[src/design/swmm_pkg.sv]
// How it works
// - Carry flag, status bit 7, takes the ALU carry or borrow out of bit 7.
// - Half-carry flag, bit 6, takes the carry or borrow across bit 3.
// - Bits 5 and 1 are user flags that only software changes.
// - Bank field, bits 4 and 3, picks one of four eight-byte register banks.
// - Overflow flag, bit 2, is set on arithmetic overflow, cleared otherwise.
// - Parity flag, bit 0, follows accumulator odd-ones count every instruction cycle.
// - The status word answers at direct address D0H.
// - Fetch addresses span 0000 to FFFF hex, on-chip or off-chip.
// - Fetch pin high at reset means on-chip only; low means off-chip only.
// - Fetch pin is latched at reset and ignored afterwards.
// - Fetching starts at address 0000H after reset.
// - Off-chip fetches use Port 0 and Port 2 for address and data.
// - RAM bytes 80H to FFH are reached only indirectly.
// - RAM bytes 00H to 7FH are reached directly and indirectly.
// - Special registers sit at direct 80H to FFH, never indirectly.
// - Upper RAM and special registers are separate storage.
// - Data RAM holds 256 bytes with an eight-bit address.
// - Lowest 32 RAM bytes form four banks; bank field picks the active one.
package swmm_pkg;

    // ==========================================================
    // Status word
    // ==========================================================
    localparam logic [7:0] STATUS_WORD_ADDR = 8'hD0;
    localparam logic [7:0] STATUS_WORD_RESET = 8'h00;
    localparam int CARRY_FLAG_BIT = 7;
    localparam int HALF_CARRY_FLAG_BIT = 6;
    localparam int USER_FLAG_HIGH_BIT = 5;
    localparam int BANK_SELECT_MSB_BIT = 4;
    localparam int BANK_SELECT_LSB_BIT = 3;
    localparam int OVERFLOW_FLAG_BIT = 2;
    localparam int USER_FLAG_LOW_BIT = 1;
    localparam int PARITY_FLAG_BIT = 0;

    // ==========================================================
    // Memory map
    // ==========================================================
    localparam logic [7:0] SFR_BASE = 8'h80;
    localparam logic [15:0] RESET_VECTOR = 16'h0000;
    localparam logic [15:0] FETCH_STEP = 16'h0001;
    localparam logic [7:0] SFR_UNMAPPED_READ = 8'h00;
    localparam logic [2:0] BANK_ADDR_TOP = 3'h0;

    // ==========================================================
    // Fetch sequencer
    // ==========================================================
    typedef enum logic [4:0] {
        FETCH_STRAP = 5'b00001,
        FETCH_IDLE = 5'b00010,
        FETCH_INT_DATA = 5'b00100,
        FETCH_EXT_ADDR = 5'b01000,
        FETCH_EXT_DATA = 5'b10000
    } swmm_fetch_state_t;

endpackage

[src/design/swmm_core.sv]
module swmm_core #(
    parameter int RAM_DEPTH = 256,
    parameter int RAM_AW = 8
) (
    input wire logic clk,
    input wire logic rst,
    input wire logic externalFetchSelect,
    input wire logic aluUpdate,
    input wire logic aluCarry,
    input wire logic aluHalfCarry,
    input wire logic aluOverflow,
    input wire logic instrCycle,
    input wire logic [7:0] accumulator,
    input wire logic memReq,
    input wire logic memWrite,
    input wire logic memIndirect,
    input wire logic memRegister,
    input wire logic [7:0] memAddr,
    input wire logic [7:0] memWdata,
    input wire logic fetchReq,
    input wire logic pcLoad,
    input wire logic [15:0] pcLoadAddr,
    input wire logic [7:0] romData,
    input wire logic [7:0] port0In,
    output logic [7:0] memRdata_r,
    output logic memRvalid_r,
    output logic [7:0] statusWord_r,
    output logic [15:0] romAddr_r,
    output logic [7:0] fetchData_r,
    output logic fetchValid_r,
    output logic fetchBusy_r,
    output logic fetchExternal_r,
    output logic [7:0] port0Out_r,
    output logic port0Oe_r,
    output logic [7:0] port2Out_r,
    output logic addrLatchEn_r
);

    if (RAM_DEPTH != 256 || RAM_AW != 8) begin
        $error("swmm_core: data RAM must be 256 bytes with an 8-bit address");
    end

    // ==========================================================
    // Fetch source strap
    // ==========================================================
    logic onChip;
    logic strapDone;

    swmm_fetch_strap u_strap (
        .clk(clk),
        .rst(rst),
        .pinLevel(externalFetchSelect),
        .onChip_r(onChip),
        .captured_r(strapDone)
    );

    // ==========================================================
    // Status word
    // ==========================================================
    logic [7:0] statusWord_nxt;
    logic statusHit;
    logic [1:0] bankSel;

    always_comb begin
        bankSel = {statusWord_r[swmm_pkg::BANK_SELECT_MSB_BIT],
                   statusWord_r[swmm_pkg::BANK_SELECT_LSB_BIT]};
        statusHit = memReq && !memIndirect && !memRegister
            && (memAddr == swmm_pkg::STATUS_WORD_ADDR);
    end

    // A software write and an ALU update in the same cycle both land: the ALU
    // flags win, because they describe the instruction that just finished.
    always_comb begin
        statusWord_nxt = statusWord_r;
        if (statusHit && memWrite) begin
            statusWord_nxt[swmm_pkg::CARRY_FLAG_BIT:swmm_pkg::USER_FLAG_LOW_BIT] =
                memWdata[swmm_pkg::CARRY_FLAG_BIT:swmm_pkg::USER_FLAG_LOW_BIT];
        end
        if (aluUpdate) begin
            statusWord_nxt[swmm_pkg::CARRY_FLAG_BIT] = aluCarry;
            statusWord_nxt[swmm_pkg::HALF_CARRY_FLAG_BIT] = aluHalfCarry;
            statusWord_nxt[swmm_pkg::OVERFLOW_FLAG_BIT] = aluOverflow;
        end
        if (instrCycle) begin
            statusWord_nxt[swmm_pkg::PARITY_FLAG_BIT] = ^accumulator;
        end
    end

    always_ff @(posedge clk or posedge rst) begin
        if (rst) begin
            statusWord_r <= swmm_pkg::STATUS_WORD_RESET;
        end else begin
            statusWord_r <= statusWord_nxt;
        end
    end

    // ==========================================================
    // Data memory decode
    // ==========================================================
    logic [7:0] ramAddr;
    logic ramSel;
    logic ramWrEn;
    logic [7:0] ramRdata;
    logic [7:0] memRdata_nxt;
    logic memRvalid_nxt;

    always_comb begin
        if (memRegister) begin
            ramAddr = {swmm_pkg::BANK_ADDR_TOP, bankSel, memAddr[2:0]};
        end else begin
            ramAddr = memAddr;
        end
        // Indirect access always lands in RAM; direct access above the split
        // goes to the special registers and leaves RAM untouched.
        ramSel = memRegister || memIndirect
            || (memAddr < swmm_pkg::SFR_BASE);
        ramWrEn = memReq && memWrite && ramSel;
    end

    swmm_data_ram #(
        .DEPTH(RAM_DEPTH),
        .AW(RAM_AW)
    ) u_ram (
        .clk(clk),
        .wrEn(ramWrEn),
        .addr(ramAddr),
        .wdata(memWdata),
        .rdata(ramRdata)
    );

    always_comb begin
        memRdata_nxt = memRdata_r;
        memRvalid_nxt = 1'b0;
        if (memReq && !memWrite) begin
            memRvalid_nxt = 1'b1;
            if (ramSel) begin
                memRdata_nxt = ramRdata;
            end else if (statusHit) begin
                memRdata_nxt = statusWord_r;
            end else begin
                memRdata_nxt = swmm_pkg::SFR_UNMAPPED_READ;
            end
        end
    end

    always_ff @(posedge clk or posedge rst) begin
        if (rst) begin
            memRdata_r <= 8'h00;
            memRvalid_r <= 1'b0;
        end else begin
            memRdata_r <= memRdata_nxt;
            memRvalid_r <= memRvalid_nxt;
        end
    end

    // ==========================================================
    // Instruction fetch
    // ==========================================================
    swmm_pkg::swmm_fetch_state_t fetchState_r;
    swmm_pkg::swmm_fetch_state_t fetchState_nxt;
    logic [15:0] pc_r;
    logic [15:0] pc_nxt;
    logic [15:0] romAddr_nxt;
    logic [7:0] fetchData_nxt;
    logic fetchValid_nxt;
    logic fetchBusy_nxt;
    logic fetchExternal_nxt;
    logic [7:0] port0Out_nxt;
    logic port0Oe_nxt;
    logic [7:0] port2Out_nxt;
    logic addrLatchEn_nxt;

    // The program counter is a full 16 bits and simply wraps, so both memories
    // see the whole range; an on-chip strap never spills to the ports.
    always_comb begin
        fetchState_nxt = fetchState_r;
        pc_nxt = pc_r;
        romAddr_nxt = romAddr_r;
        fetchData_nxt = fetchData_r;
        fetchValid_nxt = 1'b0;
        fetchExternal_nxt = fetchExternal_r;
        port0Out_nxt = port0Out_r;
        port0Oe_nxt = 1'b0;
        port2Out_nxt = port2Out_r;
        addrLatchEn_nxt = 1'b0;
        case (fetchState_r)
            swmm_pkg::FETCH_STRAP: begin
                if (strapDone) begin
                    fetchExternal_nxt = !onChip;
                    fetchState_nxt = swmm_pkg::FETCH_IDLE;
                end
            end
            swmm_pkg::FETCH_IDLE: begin
                if (pcLoad) begin
                    pc_nxt = pcLoadAddr;
                end else if (fetchReq) begin
                    pc_nxt = pc_r + swmm_pkg::FETCH_STEP;
                    if (fetchExternal_r) begin
                        port0Out_nxt = pc_r[7:0];
                        port2Out_nxt = pc_r[15:8];
                        port0Oe_nxt = 1'b1;
                        addrLatchEn_nxt = 1'b1;
                        fetchState_nxt = swmm_pkg::FETCH_EXT_ADDR;
                    end else begin
                        romAddr_nxt = pc_r;
                        fetchState_nxt = swmm_pkg::FETCH_INT_DATA;
                    end
                end
            end
            swmm_pkg::FETCH_INT_DATA: begin
                fetchData_nxt = romData;
                fetchValid_nxt = 1'b1;
                fetchState_nxt = swmm_pkg::FETCH_IDLE;
            end
            swmm_pkg::FETCH_EXT_ADDR: begin
                // Port 0 is released here so the code byte can drive it back.
                fetchState_nxt = swmm_pkg::FETCH_EXT_DATA;
            end
            swmm_pkg::FETCH_EXT_DATA: begin
                fetchData_nxt = port0In;
                fetchValid_nxt = 1'b1;
                fetchState_nxt = swmm_pkg::FETCH_IDLE;
            end
            default: begin
                fetchState_nxt = swmm_pkg::FETCH_STRAP;
            end
        endcase
        fetchBusy_nxt = (fetchState_nxt != swmm_pkg::FETCH_IDLE);
    end

    always_ff @(posedge clk or posedge rst) begin
        if (rst) begin
            fetchState_r <= swmm_pkg::FETCH_STRAP;
            pc_r <= swmm_pkg::RESET_VECTOR;
            romAddr_r <= swmm_pkg::RESET_VECTOR;
            fetchData_r <= 8'h00;
            fetchValid_r <= 1'b0;
            fetchBusy_r <= 1'b1;
            fetchExternal_r <= 1'b0;
            port0Out_r <= 8'h00;
            port0Oe_r <= 1'b0;
            port2Out_r <= 8'h00;
            addrLatchEn_r <= 1'b0;
        end else begin
            fetchState_r <= fetchState_nxt;
            pc_r <= pc_nxt;
            romAddr_r <= romAddr_nxt;
            fetchData_r <= fetchData_nxt;
            fetchValid_r <= fetchValid_nxt;
            fetchBusy_r <= fetchBusy_nxt;
            fetchExternal_r <= fetchExternal_nxt;
            port0Out_r <= port0Out_nxt;
            port0Oe_r <= port0Oe_nxt;
            port2Out_r <= port2Out_nxt;
            addrLatchEn_r <= addrLatchEn_nxt;
        end
    end

endmodule

[src/design/swmm_fetch_strap.sv]
module swmm_fetch_strap (
    input wire logic clk,
    input wire logic rst,
    input wire logic pinLevel,
    output logic onChip_r,
    output logic captured_r
);

    logic onChip_nxt;
    logic captured_nxt;

    // The level flop has no asynchronous reset, because such a reset can only load
    // a constant. It follows the pin on every edge while reset is held and freezes
    // at release, so a pin that moves together with the release is not seen.
    // Reset must therefore span at least one clock edge.
    always_comb begin
        onChip_nxt = onChip_r;
        captured_nxt = captured_r;
        if (rst) begin
            onChip_nxt = pinLevel;
        end else if (!captured_r) begin
            captured_nxt = 1'b1;
        end
    end

    always_ff @(posedge clk) begin
        onChip_r <= onChip_nxt;
    end

    always_ff @(posedge clk or posedge rst) begin
        if (rst) begin
            captured_r <= 1'b0;
        end else begin
            captured_r <= captured_nxt;
        end
    end

endmodule

[src/design/swmm_data_ram.sv]
module swmm_data_ram #(
    parameter int DEPTH = 256,
    parameter int AW = 8
) (
    input wire logic clk,
    input wire logic wrEn,
    input wire logic [AW-1:0] addr,
    input wire logic [7:0] wdata,
    output logic [7:0] rdata
);

    if (DEPTH != (1 << AW)) begin
        $error("swmm_data_ram: DEPTH must equal 2**AW");
    end

    logic [7:0] mem [DEPTH];

    always_comb begin
        rdata = mem[addr];
    end

    always_ff @(posedge clk) begin
        if (wrEn) begin
            mem[addr] <= wdata;
        end
    end

endmodule

[config.mk]
export PLATFORM = sky130hd
export DESIGN_NAME = swmm_core
export DESIGN_NICKNAME = d
export VERILOG_FILES = /design/src/design/swmm_pkg.sv /design/src/design/swmm_core.sv /design/src/design/swmm_fetch_strap.sv /design/src/design/swmm_data_ram.sv
export SDC_FILE = /design/constraint.sdc
export NUM_CORES = 2
export LEC_CHECK = 0
export BUFFER_PORTS_ARGS = -buffer_cell sky130_fd_sc_hd__clkbuf_2
export CORE_MARGIN = 1
export CORE_UTILIZATION = 65
export CTS_CLUSTER_SIZE = 16
export DETAILED_ROUTE_END_ITERATION = 10
export PLACE_DENSITY_LB_ADDON = 0.12
export SLEW_MARGIN = 20
export SYNTH_ARGS = -nofsm -noshare
export SYNTH_HDL_FRONTEND = slang
export SYNTH_SLANG_ARGS = --single-unit
[constraint.sdc]
create_clock -name clk -period 5.8 [get_ports clk]
set_clock_uncertainty 0.1 [all_clocks]
set_input_delay 0.87 -clock clk [delete_from_list [all_inputs] [get_ports clk]]
set_output_delay 0.87 -clock clk [all_outputs]
set_load 0.05 [all_outputs]
==> key figures <==
Yosys
  • Post-synthesis xor/xnor area fraction: 0.0842%
  • Post-synth top area cell: edfxtp_1
  • Unique masters post-synth: 68
  • Post-synth EDFFs: 2049
  • Predominant post-synthesis flop cell: edfxtp_1
  • Flops & latches, synth: 2132
  • Main combinational cell family by area after synthesis: multiplexers
  • Syn_nets: 4091
  • Register area share after synthesis: 76.4%
  • Cells after synthesis: 4020
  • Post-Syn Area: 83200 sq um
  • Post-synth ARST share: 3.89%
  • Mean Syn Cell Area: 20.7 sq um
  • YS warnings: 0
  • Simple-gate share of the synthesized area: 3.87%
  • Yosys top cell area share: 73.9%
  • Adder-Cell Fraction of Synth Area: 0.0150%
  • Synth area leaders: edfxtp_1, mux4_2, dfrtp_1, nor2_1, nand2_1
  • Compound-Gate Fraction of Synth Area: 1.70%
  • Post-synthesis mux area share: 16.5%

STA
  • RSZ-0062 raised after global routing: false
  • Final hold violation count: 0
  • Final Slew Violations: 0
  • Max Fclk: 222 MHz
  • Final count of negative-setup-slack endpoints: 0
  • Pin slew with the least headroom to its limit: 1.20 ns
  • Crit share post-route: 77.8%
  • Setup TNS Final: 0 ns
  • Hold slack final: 0.0926 ns
  • Minimum clock period: 4.51 ns
  • Worst slew margin: 19.4%

Global routing
  • Initial antenna violation count: 8
  • Largest net degree at the start of global routing: 166
  • First-pass GRT wire length: 307000 um
  • Tot GR Track Use: 34.0%
  • Vias in the first global route: 42.0k
  • Gr ovfl total: 0

Run status
  • Status: finished clean

Pwr
  • Power Density: 352 nW/um^2
  • Peak VDD IR: 0.334 mV
  • LEAKAGE: 29.4 nW

CTS
  • Cts repair resizes: 0
  • Total CTS buffers: 202
  • Worst-Skew Late Latency: 0.86 ns
  • Clk root buf: clkbuf_16
  • H-Tree Level Count: 4
  • Hold-fix buffers, CTS: 0
  • Clk buf depth: 3
  • Setup bufs post-CTS: 0
  • CTS clock-pin slew for the worst setup and hold paths: 0.06 ns
  • Clock sinks: 2132
  • CTS tree: yes

Cells and area
  • Area Overhead vs Synth: 11.2%
  • Commonest non-fill, non-tap cell in the layout: edfxtp_1
  • Multi-input gate area: 18500 sq um
  • FILL cells: 7142
  • Layout cells sized above 1: 25.7%
  • Core Util, Final: 73.3%
  • Commonest non-fill, non-tap cells in the layout: edfxtp_1, mux4_2, nor2_1
  • Reg area: 63600 sq um
  • Final nets: 4321

Worst setup path
  • CP max stage delay: 0.85 ns
  • Worst Setup SP: statusWord_r[3]
  • Worst Setup Start Kind: flop
  • Reg2Reg Depth: 8
  • Crit. path cell count: 8
  • WP data required: 6.42 ns
  • R2R setup slack: 1.29 ns
  • Reg-to-Reg Start: statusWord_r[3]
  • Critical path endpoint category: flop
  • CP Buf/Inv Count: 1
  • Crit path DAT: 5.13 ns
  • Slowest cell on the critical path: mux2_8
  • Setup crit end: memRdata_r[3]
  • WS Path Type: reg2reg
  • Worst R2R End: memRdata_r[3]
  • Worst-path cell chain: mux2_8 > buf_4 > nor2_1 > a22o_1 > nor4_1 > o21ai_0 > a21oi_1 > a21oi_1
  • Crit path top cell by count: a21oi_1
  • Crit path max-delay family: simple AND/OR/NAND/NOR gates
  • CP max FO: 75

Worst hold path
  • HP Class: in2async

Drt
  • DRC: 0
  • Avg WL per Cell: 35.6 um
  • Total number of vias: 42.8k
  • Vias per cell: 7.06
  • WL final: 216000 um
  • Post-DRT Antenna Nets: 0
  • DR iter-0 viols: 6468
  • DR pass1 iterations: 6

Floorplan
  • Std cell rows: 130
  • Die X: 360 um
  • Die area: 129000 sq um
  • Height of the die: 360 um
  • I/O pins: 132
  • Initial Util: 65.9%
  • Core ar.: 126000 sq um

Placed design
  • IO buf count: 131
  • DPL Wire Length: 130000 um
  • GP Congestion: 0.963

Run
  • Max cap viols: 0
-- cell usage after synthesis, types with 3 or more instances --
cell / instances
a2111oi_0: 6
a211o_1: 3
a211oi_1: 7
a21oi_1: 88
a221oi_1: 8
a22o_1: 7
a22oi_1: 7
a31oi_1: 10
a32oi_1: 3
and2_1: 4
and3_1: 8
buf_1: 10
buf_2: 63
buf_4: 34
buf_6: 8
clkbuf_1: 118
dfrtp_1: 81
edfxtp_1: 2049
inv_1: 10
mux2_2: 22
mux2i_1: 79
mux4_2: 562
nand2_1: 245
nand2b_1: 8
nand3_1: 41
nand4_1: 16
nor2_1: 305
nor2b_1: 14
nor3_1: 44
nor3b_1: 8
nor4_1: 21
o21ai_0: 50
o221ai_1: 3
o22ai_1: 17
o32ai_1: 5
or4_1: 6
xnor2_1: 8
-- state kept, by name, summed over array words and instances, names as in the netlist --
register and cells:
u_strap.onChip_r 1, u_strap.captured_r 1, romAddr_r 16, port2Out_r 8, memRvalid_r 1, addrLatchEn_r 1
memRdata_r 8, fetchState_r 5, pc_r 16, fetchBusy_r 1, fetchValid_r 1, fetchExternal_r 1
u_ram.mem 2048, port0Out_r 8, fetchData_r 8, statusWord_r 8
-- area by class of cell --
cell class / count / area share [%]
repair buffers: 259 / 2.13
diodes: 1 / 0.00270
multi-input cells: 1643 / 20.0
clock inverters: 113 / 1.04
inverters: 12 / 0.0514
flip-flops and latches: 2132 / 68.7
well taps: 1650 / 2.23
clock buffers: 256 / 5.81
-- worst min path at each step --
stage	start	endpoint	slack (ns)	cells after the start
CTS	externalFetchSelect	u_strap.onChip_r	0.06	1
floorplan	u_strap.onChip_r	fetchExternal_r	0.29	1
finish	rst	romAddr_r[14]	0.09	2
global route	externalFetchSelect	u_strap.onChip_r	0.08	1
global placement	u_strap.onChip_r	fetchExternal_r	0.30	1
detailed placement	u_strap.onChip_r	fetchExternal_r	0.31	1
-- stage by stage --
stage | total power, mW | setup slack [ns] | cells | instance area (sq um)
4_1_cts | 32.6 | 1.24 | 6065 | 92500
5_1_grt | 33.3 | 1.32 | 6065 | 92500
2_1_floorplan | 19.1 | 2.09 | 4020 | 83200
3_5_place_dp | 20.1 | 0.818 | 5696 | 86200
3_3_place_gp | 20.1 | 0.939 | 5696 | 86200
6_report | 32.6 | 1.29 | 6066 | 92500
-- power breakdown --
group	total, mW	switching (mW)	internal, mW	leakage (nW)
clock	12.8	5.62	7.13	3.11
sequential	17.3	0.226	17.1	19.4
combinational	2.49	1.72	0.765	6.82
total	32.6	7.56	25.0	29.4
-- per-layer routing --
| layer | global-route usage (%) | vias to the layer above | routed length (um) |
|---|---|---|---|
| met5 | 0 | - | 61 |
| met4 | 12.4 | 10 | 8550 |
| met3 | 8.26 | 440 | 25700 |
| met2 | 51.5 | 2886 | 102000 |
| met1 | 49.1 | 22482 | 80100 |
| li1 | - | 17010 | - |
-- cells by family (layout without fill, tap and decap cells) --
group / after synthesis / after routing
DFF: 2132 / 2132
and+or+nand+nor: 741 / 741
muxes: 663 / 663
buffers and inverters: 245 / 640
AOI/OAI and AO/OA: 230 / 230
xor gates and xnor gates: 8 / 8
adders and majority gates: 1 / 1
other: 0 / 1
No activity file was read; power rests on OpenSTA's default activity.
